$ cat config.mk
export PLATFORM = sky130hd
export DESIGN_NAME = adcseq_top
export DESIGN_NICKNAME = d
export VERILOG_FILES = /design/src/hw/adcseq_averager.v /design/src/hw/adcseq_top.v
export VERILOG_INCLUDE_DIRS = /design/src /design/src/include
export SDC_FILE = /design/constraint.sdc
export NUM_CORES = 1
export LEC_CHECK = 0
export ABC_AREA = 1
export BUFFER_PORTS_ARGS = -buffer_cell sky130_fd_sc_hd__buf_2
export CORE_MARGIN = 1
export CORE_UTILIZATION = 55
export DETAILED_ROUTE_END_ITERATION = 7
export PLACE_DENSITY = 0.78
export SYNTH_ARGS = -nofsm -noshare
export SYNTH_HDL_FRONTEND = slang
export SYNTH_SLANG_ARGS = --single-unit
$ cat constraint.sdc
create_clock -name core_clk -period 5.4 [get_ports core_clk]
set_input_delay 0.27 -clock core_clk [delete_from_list [all_inputs] [get_ports core_clk]]
set_output_delay 0.27 -clock core_clk [all_outputs]
set_load 0.05 [all_outputs]
$ cat src/include/adcseq_defs.vh
// constants for the conversion sequencer: offsets, fields, timing counts
`ifndef ADCSEQ_DEFS_VH
`define ADCSEQ_DEFS_VH
`define ADCSEQ_CLK_HZ            20000000
// register offsets
`define ADCSEQ_OFS_CYCLE_CFG     8'h10
`define ADCSEQ_OFS_TACH_CHSEL    8'h55
`define ADCSEQ_OFS_MODE_CFG      8'h73
`define ADCSEQ_OFS_BYPASS_CFG    8'h7D
// reset values
`define ADCSEQ_RST_CYCLE_CFG     8'h00
`define ADCSEQ_RST_TACH_CHSEL    8'hFF
`define ADCSEQ_RST_MODE_CFG      8'h00
`define ADCSEQ_RST_BYPASS_CFG    8'h00
// field positions
`define ADCSEQ_BIT_LONG_CYCLE    7
`define ADCSEQ_BIT_AVG_OFF       4
`define ADCSEQ_BIT_BYPASS_ALL    5
`define ADCSEQ_BIT_SINGLE        6
`define ADCSEQ_BIT_BYP_2V5       4
`define ADCSEQ_BIT_BYP_CORE      5
`define ADCSEQ_BIT_BYP_5V0       6
`define ADCSEQ_BIT_BYP_12V       7
`define ADCSEQ_CHSEL_MSB         7
`define ADCSEQ_CHSEL_LSB         5
// channel codes
`define ADCSEQ_CH_2V5            3'h0
`define ADCSEQ_CH_CORE           3'h1
`define ADCSEQ_CH_SUPPLY         3'h2
`define ADCSEQ_CH_5V0            3'h3
`define ADCSEQ_CH_12V            3'h4
`define ADCSEQ_CH_REMOTE1        3'h5
`define ADCSEQ_CH_LOCAL          3'h6
`define ADCSEQ_CH_REMOTE2        3'h7
// times in microseconds as printed
`define ADCSEQ_T_VOLT_US         700
`define ADCSEQ_T_REMOTE_US       7000
`define ADCSEQ_T_LOCAL_US        1300
`define ADCSEQ_T_CYCLE_US        146500
`define ADCSEQ_T_LONG_CYCLE_US   240000
// cycle counts derived from the clock rate
`define ADCSEQ_CYC_VOLT    (`ADCSEQ_T_VOLT_US * (`ADCSEQ_CLK_HZ / 1000000))
`define ADCSEQ_CYC_REMOTE  (`ADCSEQ_T_REMOTE_US * (`ADCSEQ_CLK_HZ / 1000000))
`define ADCSEQ_CYC_LOCAL   (`ADCSEQ_T_LOCAL_US * (`ADCSEQ_CLK_HZ / 1000000))
`define ADCSEQ_CYC_CYCLE   (`ADCSEQ_T_CYCLE_US * (`ADCSEQ_CLK_HZ / 1000000))
`define ADCSEQ_CYC_LONG    (`ADCSEQ_T_LONG_CYCLE_US * (`ADCSEQ_CLK_HZ / 1000000))
`define ADCSEQ_AVG_COUNT         16
`define ADCSEQ_CODE_MAX          10'h3FF
`define ADCSEQ_CODE_NOMINAL      10'h300
`endif

$ cat src/hw/adcseq_averager.v
// averager: sums sixteen conversion codes, or passes one through
`timescale 1ns/1ps
`default_nettype none
module adcseq_averager #(
    parameter CODE_W = 10
) (
    input  wire              core_clk,
    input  wire              reset,
    input  wire              start,
    input  wire              sample_valid,
    input  wire [CODE_W-1:0] sample_code,
    input  wire              avg_off,
    output reg               result_valid,
    output reg  [CODE_W-1:0] result_code
);
    reg [CODE_W+3:0] sum_q;
    reg [3:0]        cnt_q;
    wire [CODE_W+3:0] sum_d = sum_q + {4'h0, sample_code};

    // accumulate; the shift by four divides by sixteen without a divider
    always @(posedge core_clk or posedge reset) begin
        if (reset) begin
            sum_q        <= 14'h0000;
            cnt_q        <= 4'h0;
            result_valid <= 1'b0;
            result_code  <= 10'h000;
        end else begin
            result_valid <= 1'b0;
            if (start) begin
                sum_q <= 14'h0000;
                cnt_q <= 4'h0;
            end else if (sample_valid) begin
                if (avg_off) begin
                    result_valid <= 1'b1;
                    result_code  <= sample_code;
                end else if (cnt_q == 4'hF) begin
                    result_valid <= 1'b1;
                    result_code  <= sum_d[CODE_W+3:4];
                    sum_q        <= 14'h0000;
                    cnt_q        <= 4'h0;
                end else begin
                    sum_q <= sum_d;
                    cnt_q <= cnt_q + 4'h1;
                end
            end
        end
    end
endmodule
`default_nettype wire

$ cat src/hw/adcseq_top.v
// conversion sequencer: round robin, single-channel mode, attenuator control
//
// Function
// - averaging off: volt 0.7 ms, remote temp 7 ms, local temp 1.3 ms
// - long-cycle bit set stretches the averaging-off round robin to 240 ms
// - bypass-all bit removes attenuators from all five voltage inputs
// - per-channel bypass bits for 2.5 V, core, 5.0 V and 12 V
// - mode register bits: averaging off, bypass all, single-channel mode
// - single-channel bit stops the round robin on one channel
// - single-channel mode converts the selected input every 0.7 ms
// - single-channel selector is bits 7 to 5 of the tach register
// - selector codes map to the eight channels in fixed order
// - selector shares its byte with the fan tach minimum high byte
// - results are 10-bit codes 0 to 1023, saturating at the top
// - with averaging on, each round-robin result averages sixteen conversions; single-channel results are not averaged
// - with averaging off, the default round robin cycle lasts 146.5 ms
`timescale 1ns/1ps
`default_nettype none
`include "adcseq_defs.vh"
module adcseq_top #(
    parameter CYC_VOLT   = `ADCSEQ_CYC_VOLT,
    parameter CYC_REMOTE = `ADCSEQ_CYC_REMOTE,
    parameter CYC_LOCAL  = `ADCSEQ_CYC_LOCAL,
    parameter CYC_CYCLE  = `ADCSEQ_CYC_CYCLE,
    parameter CYC_LONG   = `ADCSEQ_CYC_LONG
) (
    input  wire        core_clk,
    input  wire        reset,
    input  wire        reg_wr,
    input  wire        reg_rd,
    input  wire [7:0]  reg_addr,
    input  wire [7:0]  reg_wdata,
    output reg  [7:0]  reg_rdata,
    output reg         conv_start,
    output reg  [2:0]  conv_channel,
    output reg         atten_bypass,
    input  wire        conv_done,
    input  wire [11:0] conv_raw,
    output reg         result_valid,
    output reg  [2:0]  result_channel,
    output reg  [9:0]  result_code,
    output reg  [7:0]  tach_min_high
);
    localparam ST_IDLE = 2'h0;
    localparam ST_WAIT = 2'h1;
    localparam ST_GAP  = 2'h2;

    reg [7:0]  cycle_cfg_q;
    reg [7:0]  tach_chsel_q;
    reg [7:0]  mode_cfg_q;
    reg [7:0]  bypass_cfg_q;
    reg [1:0]  state_q;
    reg [2:0]  chan_q;
    reg [22:0] slot_cnt_q;
    reg [22:0] cycle_cnt_q;
    reg        single_q;
    reg [9:0]  sample_q;
    reg        sample_vld_q;
    reg        avg_start_q;
    reg [3:0]  rep_q;
    reg [1:0]  state_d;
    reg        launch;
    reg [2:0]  launch_ch;
    reg [3:0]  launch_rep;
    reg        round_go;

    wire       avg_off    = mode_cfg_q[`ADCSEQ_BIT_AVG_OFF];
    wire       bypass_all = mode_cfg_q[`ADCSEQ_BIT_BYPASS_ALL];
    wire       single_on  = mode_cfg_q[`ADCSEQ_BIT_SINGLE];
    wire       long_cyc   = cycle_cfg_q[`ADCSEQ_BIT_LONG_CYCLE];
    wire [2:0] sel_chan   = tach_chsel_q[`ADCSEQ_CHSEL_MSB:`ADCSEQ_CHSEL_LSB];
    wire       avg_vld;
    wire [9:0] avg_code;

    // slot length for one conversion of a channel with averaging off
    function [22:0] slot_len;
        input [2:0] ch;
        begin
            case (ch)
                `ADCSEQ_CH_REMOTE1: slot_len = CYC_REMOTE[22:0];
                `ADCSEQ_CH_REMOTE2: slot_len = CYC_REMOTE[22:0];
                `ADCSEQ_CH_LOCAL:   slot_len = CYC_LOCAL[22:0];
                default:            slot_len = CYC_VOLT[22:0];
            endcase
        end
    endfunction

    // attenuator bypass per channel; temperature channels have none
    function bypass_for;
        input [2:0] ch;
        input       all;
        input [7:0] cfg;
        begin
            case (ch)
                `ADCSEQ_CH_2V5:    bypass_for = all | cfg[`ADCSEQ_BIT_BYP_2V5];
                `ADCSEQ_CH_CORE:   bypass_for = all | cfg[`ADCSEQ_BIT_BYP_CORE];
                `ADCSEQ_CH_SUPPLY: bypass_for = all;
                `ADCSEQ_CH_5V0:    bypass_for = all | cfg[`ADCSEQ_BIT_BYP_5V0];
                `ADCSEQ_CH_12V:    bypass_for = all | cfg[`ADCSEQ_BIT_BYP_12V];
                default:           bypass_for = 1'b0;
            endcase
        end
    endfunction

    // register writes; the selector byte also drives the tach limit
    always @(posedge core_clk or posedge reset) begin
        if (reset) begin
            cycle_cfg_q  <= `ADCSEQ_RST_CYCLE_CFG;
            tach_chsel_q <= `ADCSEQ_RST_TACH_CHSEL;
            mode_cfg_q   <= `ADCSEQ_RST_MODE_CFG;
            bypass_cfg_q <= `ADCSEQ_RST_BYPASS_CFG;
        end else if (reg_wr) begin
            case (reg_addr)
                `ADCSEQ_OFS_CYCLE_CFG:  cycle_cfg_q  <= reg_wdata;
                `ADCSEQ_OFS_TACH_CHSEL: tach_chsel_q <= reg_wdata;
                `ADCSEQ_OFS_MODE_CFG:   mode_cfg_q   <= reg_wdata;
                `ADCSEQ_OFS_BYPASS_CFG: bypass_cfg_q <= reg_wdata;
                default: ;
            endcase
        end
    end

    // read data registered; unmapped offsets read zero
    always @(posedge core_clk or posedge reset) begin
        if (reset) begin
            reg_rdata     <= 8'h00;
            tach_min_high <= `ADCSEQ_RST_TACH_CHSEL;
        end else begin
            tach_min_high <= tach_chsel_q;
            if (reg_rd) begin
                case (reg_addr)
                    `ADCSEQ_OFS_CYCLE_CFG:  reg_rdata <= cycle_cfg_q;
                    `ADCSEQ_OFS_TACH_CHSEL: reg_rdata <= tach_chsel_q;
                    `ADCSEQ_OFS_MODE_CFG:   reg_rdata <= mode_cfg_q;
                    `ADCSEQ_OFS_BYPASS_CFG: reg_rdata <= bypass_cfg_q;
                    default:                reg_rdata <= 8'h00;
                endcase
            end
        end
    end

    // saturate the raw converter word at full scale
    always @(posedge core_clk or posedge reset) begin
        if (reset) begin
            sample_q     <= 10'h000;
            sample_vld_q <= 1'b0;
        end else begin
            sample_vld_q <= conv_done && (state_q == ST_WAIT);
            if (conv_raw[11:10] != 2'h0)
                sample_q <= `ADCSEQ_CODE_MAX;
            else
                sample_q <= conv_raw[9:0];
        end
    end

    adcseq_averager #(
        .CODE_W       (10)
    ) adcseq_averager_inst (
        .core_clk     (core_clk),
        .reset        (reset),
        .start        (avg_start_q),
        .sample_valid (sample_vld_q),
        .sample_code  (sample_q),
        .avg_off      (avg_off | single_q),
        .result_valid (avg_vld),
        .result_code  (avg_code)
    );

    // next action, decided at the end of each slot or in any gap cycle; a mode change waits for the slot end, except single mode in the gap
    always @* begin
        state_d    = state_q;
        launch     = 1'b0;
        launch_ch  = chan_q;
        launch_rep = 4'h0;
        round_go   = 1'b0;
        case (state_q)
            ST_IDLE: begin
                launch    = 1'b1;
                launch_ch = single_on ? sel_chan : `ADCSEQ_CH_2V5;
                round_go  = !single_on;
            end
            ST_WAIT: begin
                if (slot_cnt_q == 23'h000001) begin
                    launch = 1'b1;
                    if (single_on) begin
                        launch_ch = sel_chan;
                    end else if (single_q) begin
                        // leaving single mode starts a fresh round
                        launch_ch = `ADCSEQ_CH_2V5;
                        round_go  = 1'b1;
                    end else if (!avg_off && rep_q != 4'hF) begin
                        launch_rep = rep_q + 4'h1;
                    end else if (chan_q != `ADCSEQ_CH_REMOTE2) begin
                        launch_ch = chan_q + 3'h1;
                    end else if (cycle_cnt_q <= 23'h000001) begin
                        // a sweep longer than the cycle period restarts at once
                        launch_ch = `ADCSEQ_CH_2V5;
                        round_go  = 1'b1;
                    end else begin
                        launch  = 1'b0;
                        state_d = ST_GAP;
                    end
                end
            end
            ST_GAP: begin
                if (single_on) begin
                    launch    = 1'b1;
                    launch_ch = sel_chan;
                end else if (cycle_cnt_q <= 23'h000001) begin
                    launch    = 1'b1;
                    launch_ch = `ADCSEQ_CH_2V5;
                    round_go  = 1'b1;
                end
            end
            default: state_d = ST_IDLE;
        endcase
        if (launch)
            state_d = ST_WAIT;
    end

    // sequencer registers; start to start is exactly one slot count, except across the gap at the end of a round
    always @(posedge core_clk or posedge reset) begin
        if (reset) begin
            state_q      <= ST_IDLE;
            chan_q       <= 3'h0;
            rep_q        <= 4'h0;
            slot_cnt_q   <= 23'h000000;
            cycle_cnt_q  <= 23'h000000;
            single_q     <= 1'b0;
            conv_start   <= 1'b0;
            conv_channel <= 3'h0;
            atten_bypass <= 1'b0;
            avg_start_q  <= 1'b0;
        end else begin
            state_q     <= state_d;
            conv_start  <= launch;
            avg_start_q <= launch && (launch_rep == 4'h0);
            if (cycle_cnt_q != 23'h000000)
                cycle_cnt_q <= cycle_cnt_q - 23'h000001;
            if (slot_cnt_q != 23'h000000)
                slot_cnt_q <= slot_cnt_q - 23'h000001;
            if (round_go)
                cycle_cnt_q <= long_cyc ? CYC_LONG[22:0] : CYC_CYCLE[22:0];
            if (launch) begin
                chan_q       <= launch_ch;
                rep_q        <= launch_rep;
                single_q     <= single_on;
                conv_channel <= launch_ch;
                atten_bypass <= bypass_for(launch_ch, bypass_all, bypass_cfg_q);
                slot_cnt_q   <= single_on ? CYC_VOLT[22:0] : slot_len(launch_ch);
            end
        end
    end

    // results tagged with the channel that produced them
    always @(posedge core_clk or posedge reset) begin
        if (reset) begin
            result_valid   <= 1'b0;
            result_channel <= 3'h0;
            result_code    <= 10'h000;
        end else begin
            result_valid <= avg_vld;
            if (avg_vld) begin
                result_channel <= conv_channel;
                result_code    <= avg_code;
            end
        end
    end
endmodule
`default_nettype wire

==> impl_metrics.env <==
export IMPL_syn_avg_cell_area_um2=8.37
export IMPL_placed_area_um2=8540
export IMPL_path_clk_slew_ns=0.06
export IMPL_grt_pass1_wl_mm=30.3
export IMPL_crit_family="simple AND/OR/NAND/NOR gates"
export IMPL_via_count=6794
export IMPL_r2r_slack_ns=1.97
export IMPL_num_rows=43
export IMPL_finalCriticalPeriod_ns=3.43
export IMPL_seq_area_um2=4050
export IMPL_endpoint="adcseq_averager_inst.sum_q[3]"
export IMPL_initial_utilization_pct=57.1
export IMPL_viasPerCell=5.56
export IMPL_cts_buffer_depth=2
export IMPL_n_antenna_cell=0
export IMPL_drc=0
export IMPL_hold_viol_final=0
export IMPL_setup_viol=0
export IMPL_grt_start_max_net_pins=118
export IMPL_ys_warnings_count=0
export IMPL_overflow=0
export IMPL_crit_start="single_q"
export IMPL_ant_nets=0
export IMPL_hold_worst_slack_ns=0.0250
export IMPL_synth_cell_types=49
export IMPL_worstHoldPathCells=3
export IMPL_peakVddDrop_mv=0.234
export IMPL_powerDensity_nw_per_um2=333
export IMPL_cts_setup_buffers=0
export IMPL_setup_tns_ns=0
export IMPL_yosys_area_top_type="dfrtp_1"
export IMPL_wl_mm=17.8
export IMPL_path_cells="nor2_1, nand2_1, nor3_1, inv_1, o31ai_1"
export IMPL_endpoint_kind="flip-flop"
export IMPL_syn_inst=961
export IMPL_synth_flop_cell="dfrtp_1"
export IMPL_area_growth_pct=13.6
export IMPL_synth_area_leaders="dfrtp_1 (45%), nand2_1 (10%), dfstp_2 (5.2%)"
export IMPL_startpoint_type="flip-flop"
export IMPL_ys_ff_latch=161
export IMPL_slowest_delay_ns=0.88
export IMPL_hold_class="input pin to flip-flop"
export IMPL_post_route_period_util_pct=63.5
export IMPL_cts_tree="yes"
export IMPL_worst_slew_pin_slew_ns=1.13
export IMPL_rsz0062_at_grt="false"
export IMPL_multi_input_area_um2=3460
export IMPL_gp_congestion=0.883
export IMPL_rr_endpoint="adcseq_averager_inst.sum_q[3]"
export IMPL_setup_ws_ns=1.97
export IMPL_worst_path_stages=5
export IMPL_path_buf_inv=1
export IMPL_crit_arrival_ns=3.75
export IMPL_die_area_um2=15100
export IMPL_cp_max_fo=19
export IMPL_final_area_um2=9140
export IMPL_synth_edf_count=0
export IMPL_io_pins=68
export IMPL_syn_nets=1014
export IMPL_grt_usage_pct=25.8
export IMPL_fin_skew_ns=0.00757
export IMPL_dr_pass1_iters=5
export IMPL_antenna_found_initial=0
export IMPL_yosys_area_top_type_share_pct=45.1
export IMPL_wl_per_cell_um=14.6
export IMPL_final_max_slew_violation_count=0
export IMPL_pre_cts_ws_ns=2.10
export IMPL_leakage_uw=0.00440
export IMPL_crit_slowest_cell="nor2_1"
export IMPL_nets=1081
export IMPL_rr_worst_depth=5
export IMPL_synth_async_reset_ratio_pct=100
export IMPL_clk_latency_ns=0.43
export IMPL_worstPathRequired_ns=5.72
export IMPL_ys_seq_area_share_pct=50.3
export IMPL_portBuffers=67
export IMPL_hold_buffers=0
export IMPL_drive_gt1_share_pct=13.8
export IMPL_max_clock_freq_ghz=0.291
export IMPL_drt_iter0_drc=586
export IMPL_synthesis_area_um2=8040
export IMPL_cts_root_buf="clkbuf_16"
export IMPL_yosys_top_cells_count="nand2_1 (216), dfrtp_1 (145), inv_1 (108), nor2_1 (106), o21ai_0 (67)"
export IMPL_r2r_start="single_q"
export IMPL_die_width_um=123
export IMPL_ctsResizeCount=0
export IMPL_core_area_um2=14100
export IMPL_yosysMostFrequentCell="nand2_1"
export IMPL_cts_num_sinks=161
export IMPL_slew_headroom_pct=24.1
export IMPL_fp_dieH_um=123
export IMPL_cts_max_level=4
export IMPL_status="complete, no violations"
export IMPL_numCtsBuffers=17
export IMPL_n_fill_cell=1173
export IMPL_cap_violations=0
export IMPL_grt_pass1_vias=6377
export IMPL_hpwl_mm=12.3
export IMPL_crit_type="flip-flop to flip-flop"
## report_power, final
group	switching (µW)	total, µW	internal [µW]
registers	103	1430	1320
clock network	507	1200	698
logic	258	410	152
## metal layers
layer	up-vias	global-route usage, %	wire [µm]
met2	186	39.9	8650
met4	0	8.31	214
li1	3284	-	-
met3	23	5.77	880
met5	-	0	0
met1	3301	36.3	8070
## cells by family after synthesis
family / after synthesis / synth area share [%]
adders and majority gates: 20 / 3.20
and+or+nand+nor: 427 / 22.7
buffers and inverters: 140 / 6.60
DFF: 161 / 50.3
xor gates and xnor gates: 41 / 4.46
muxes: 1 / 0.140
AOI/OAI and AO/OA: 171 / 12.6
## layout by cell type (no fill, tap or decap), drive strengths merged, types with 20 or more instances in the layout
cell   instances
buf           68
nand2        217
dfrtp        145
inv          118
a21oi         50
nor2         111
o21ai         68
nor3          20
nand3         54
xor2          26
## worst min-delay path by stage
stage	from	to
after floorplan	adcseq_averager_inst.result_valid	result_valid
after CTS	conv_raw[6]	sample_q[6]
final	conv_raw[6]	sample_q[6]
after global placement	tach_chsel_q[4]	tach_min_high[4]
after global routing	conv_raw[8]	sample_q[8]
after detailed placement	tach_chsel_q[0]	tach_min_high[0]
## per-stage QoR
step	power, µW	utilization, %	instances
floorplan	1750	-	961
global placement	1840	60.6	1189
detailed placement	1850	60.6	1189
CTS	3060	64.8	1221
global route	3190	64.8	1221
finish	3040	64.8	1221
## area by class of cell
cell class | count | share of cell area [%]
flip-flops and latches | 161 | 44.3
repair buffers | 68 | 3.75
inverters | 120 | 4.99
clock inverters | 14 | 1.74
well taps | 180 | 2.47
clock buffers | 18 | 4.81
multi-input cells | 660 | 37.9
## tightest hold or removal path: cells and delay by family
kind / cells / cell delay [ns]
buffers and inverters: 2 / 0.10
and+or+nand+nor: 1 / 0.05
## state kept, by name, summed over array words and instances, names as in the netlist, 8 cells and up
register,cells
adcseq_averager_inst.result_code,10
adcseq_averager_inst.sum_q,14
bypass_cfg_q,8
cycle_cfg_q,8
cycle_cnt_q,23
mode_cfg_q,8
reg_rdata,8
result_code,10
sample_q,10
slot_cnt_q,23
tach_chsel_q,8
tach_min_high,8
No activity file was read; power rests on OpenSTA's default activity.
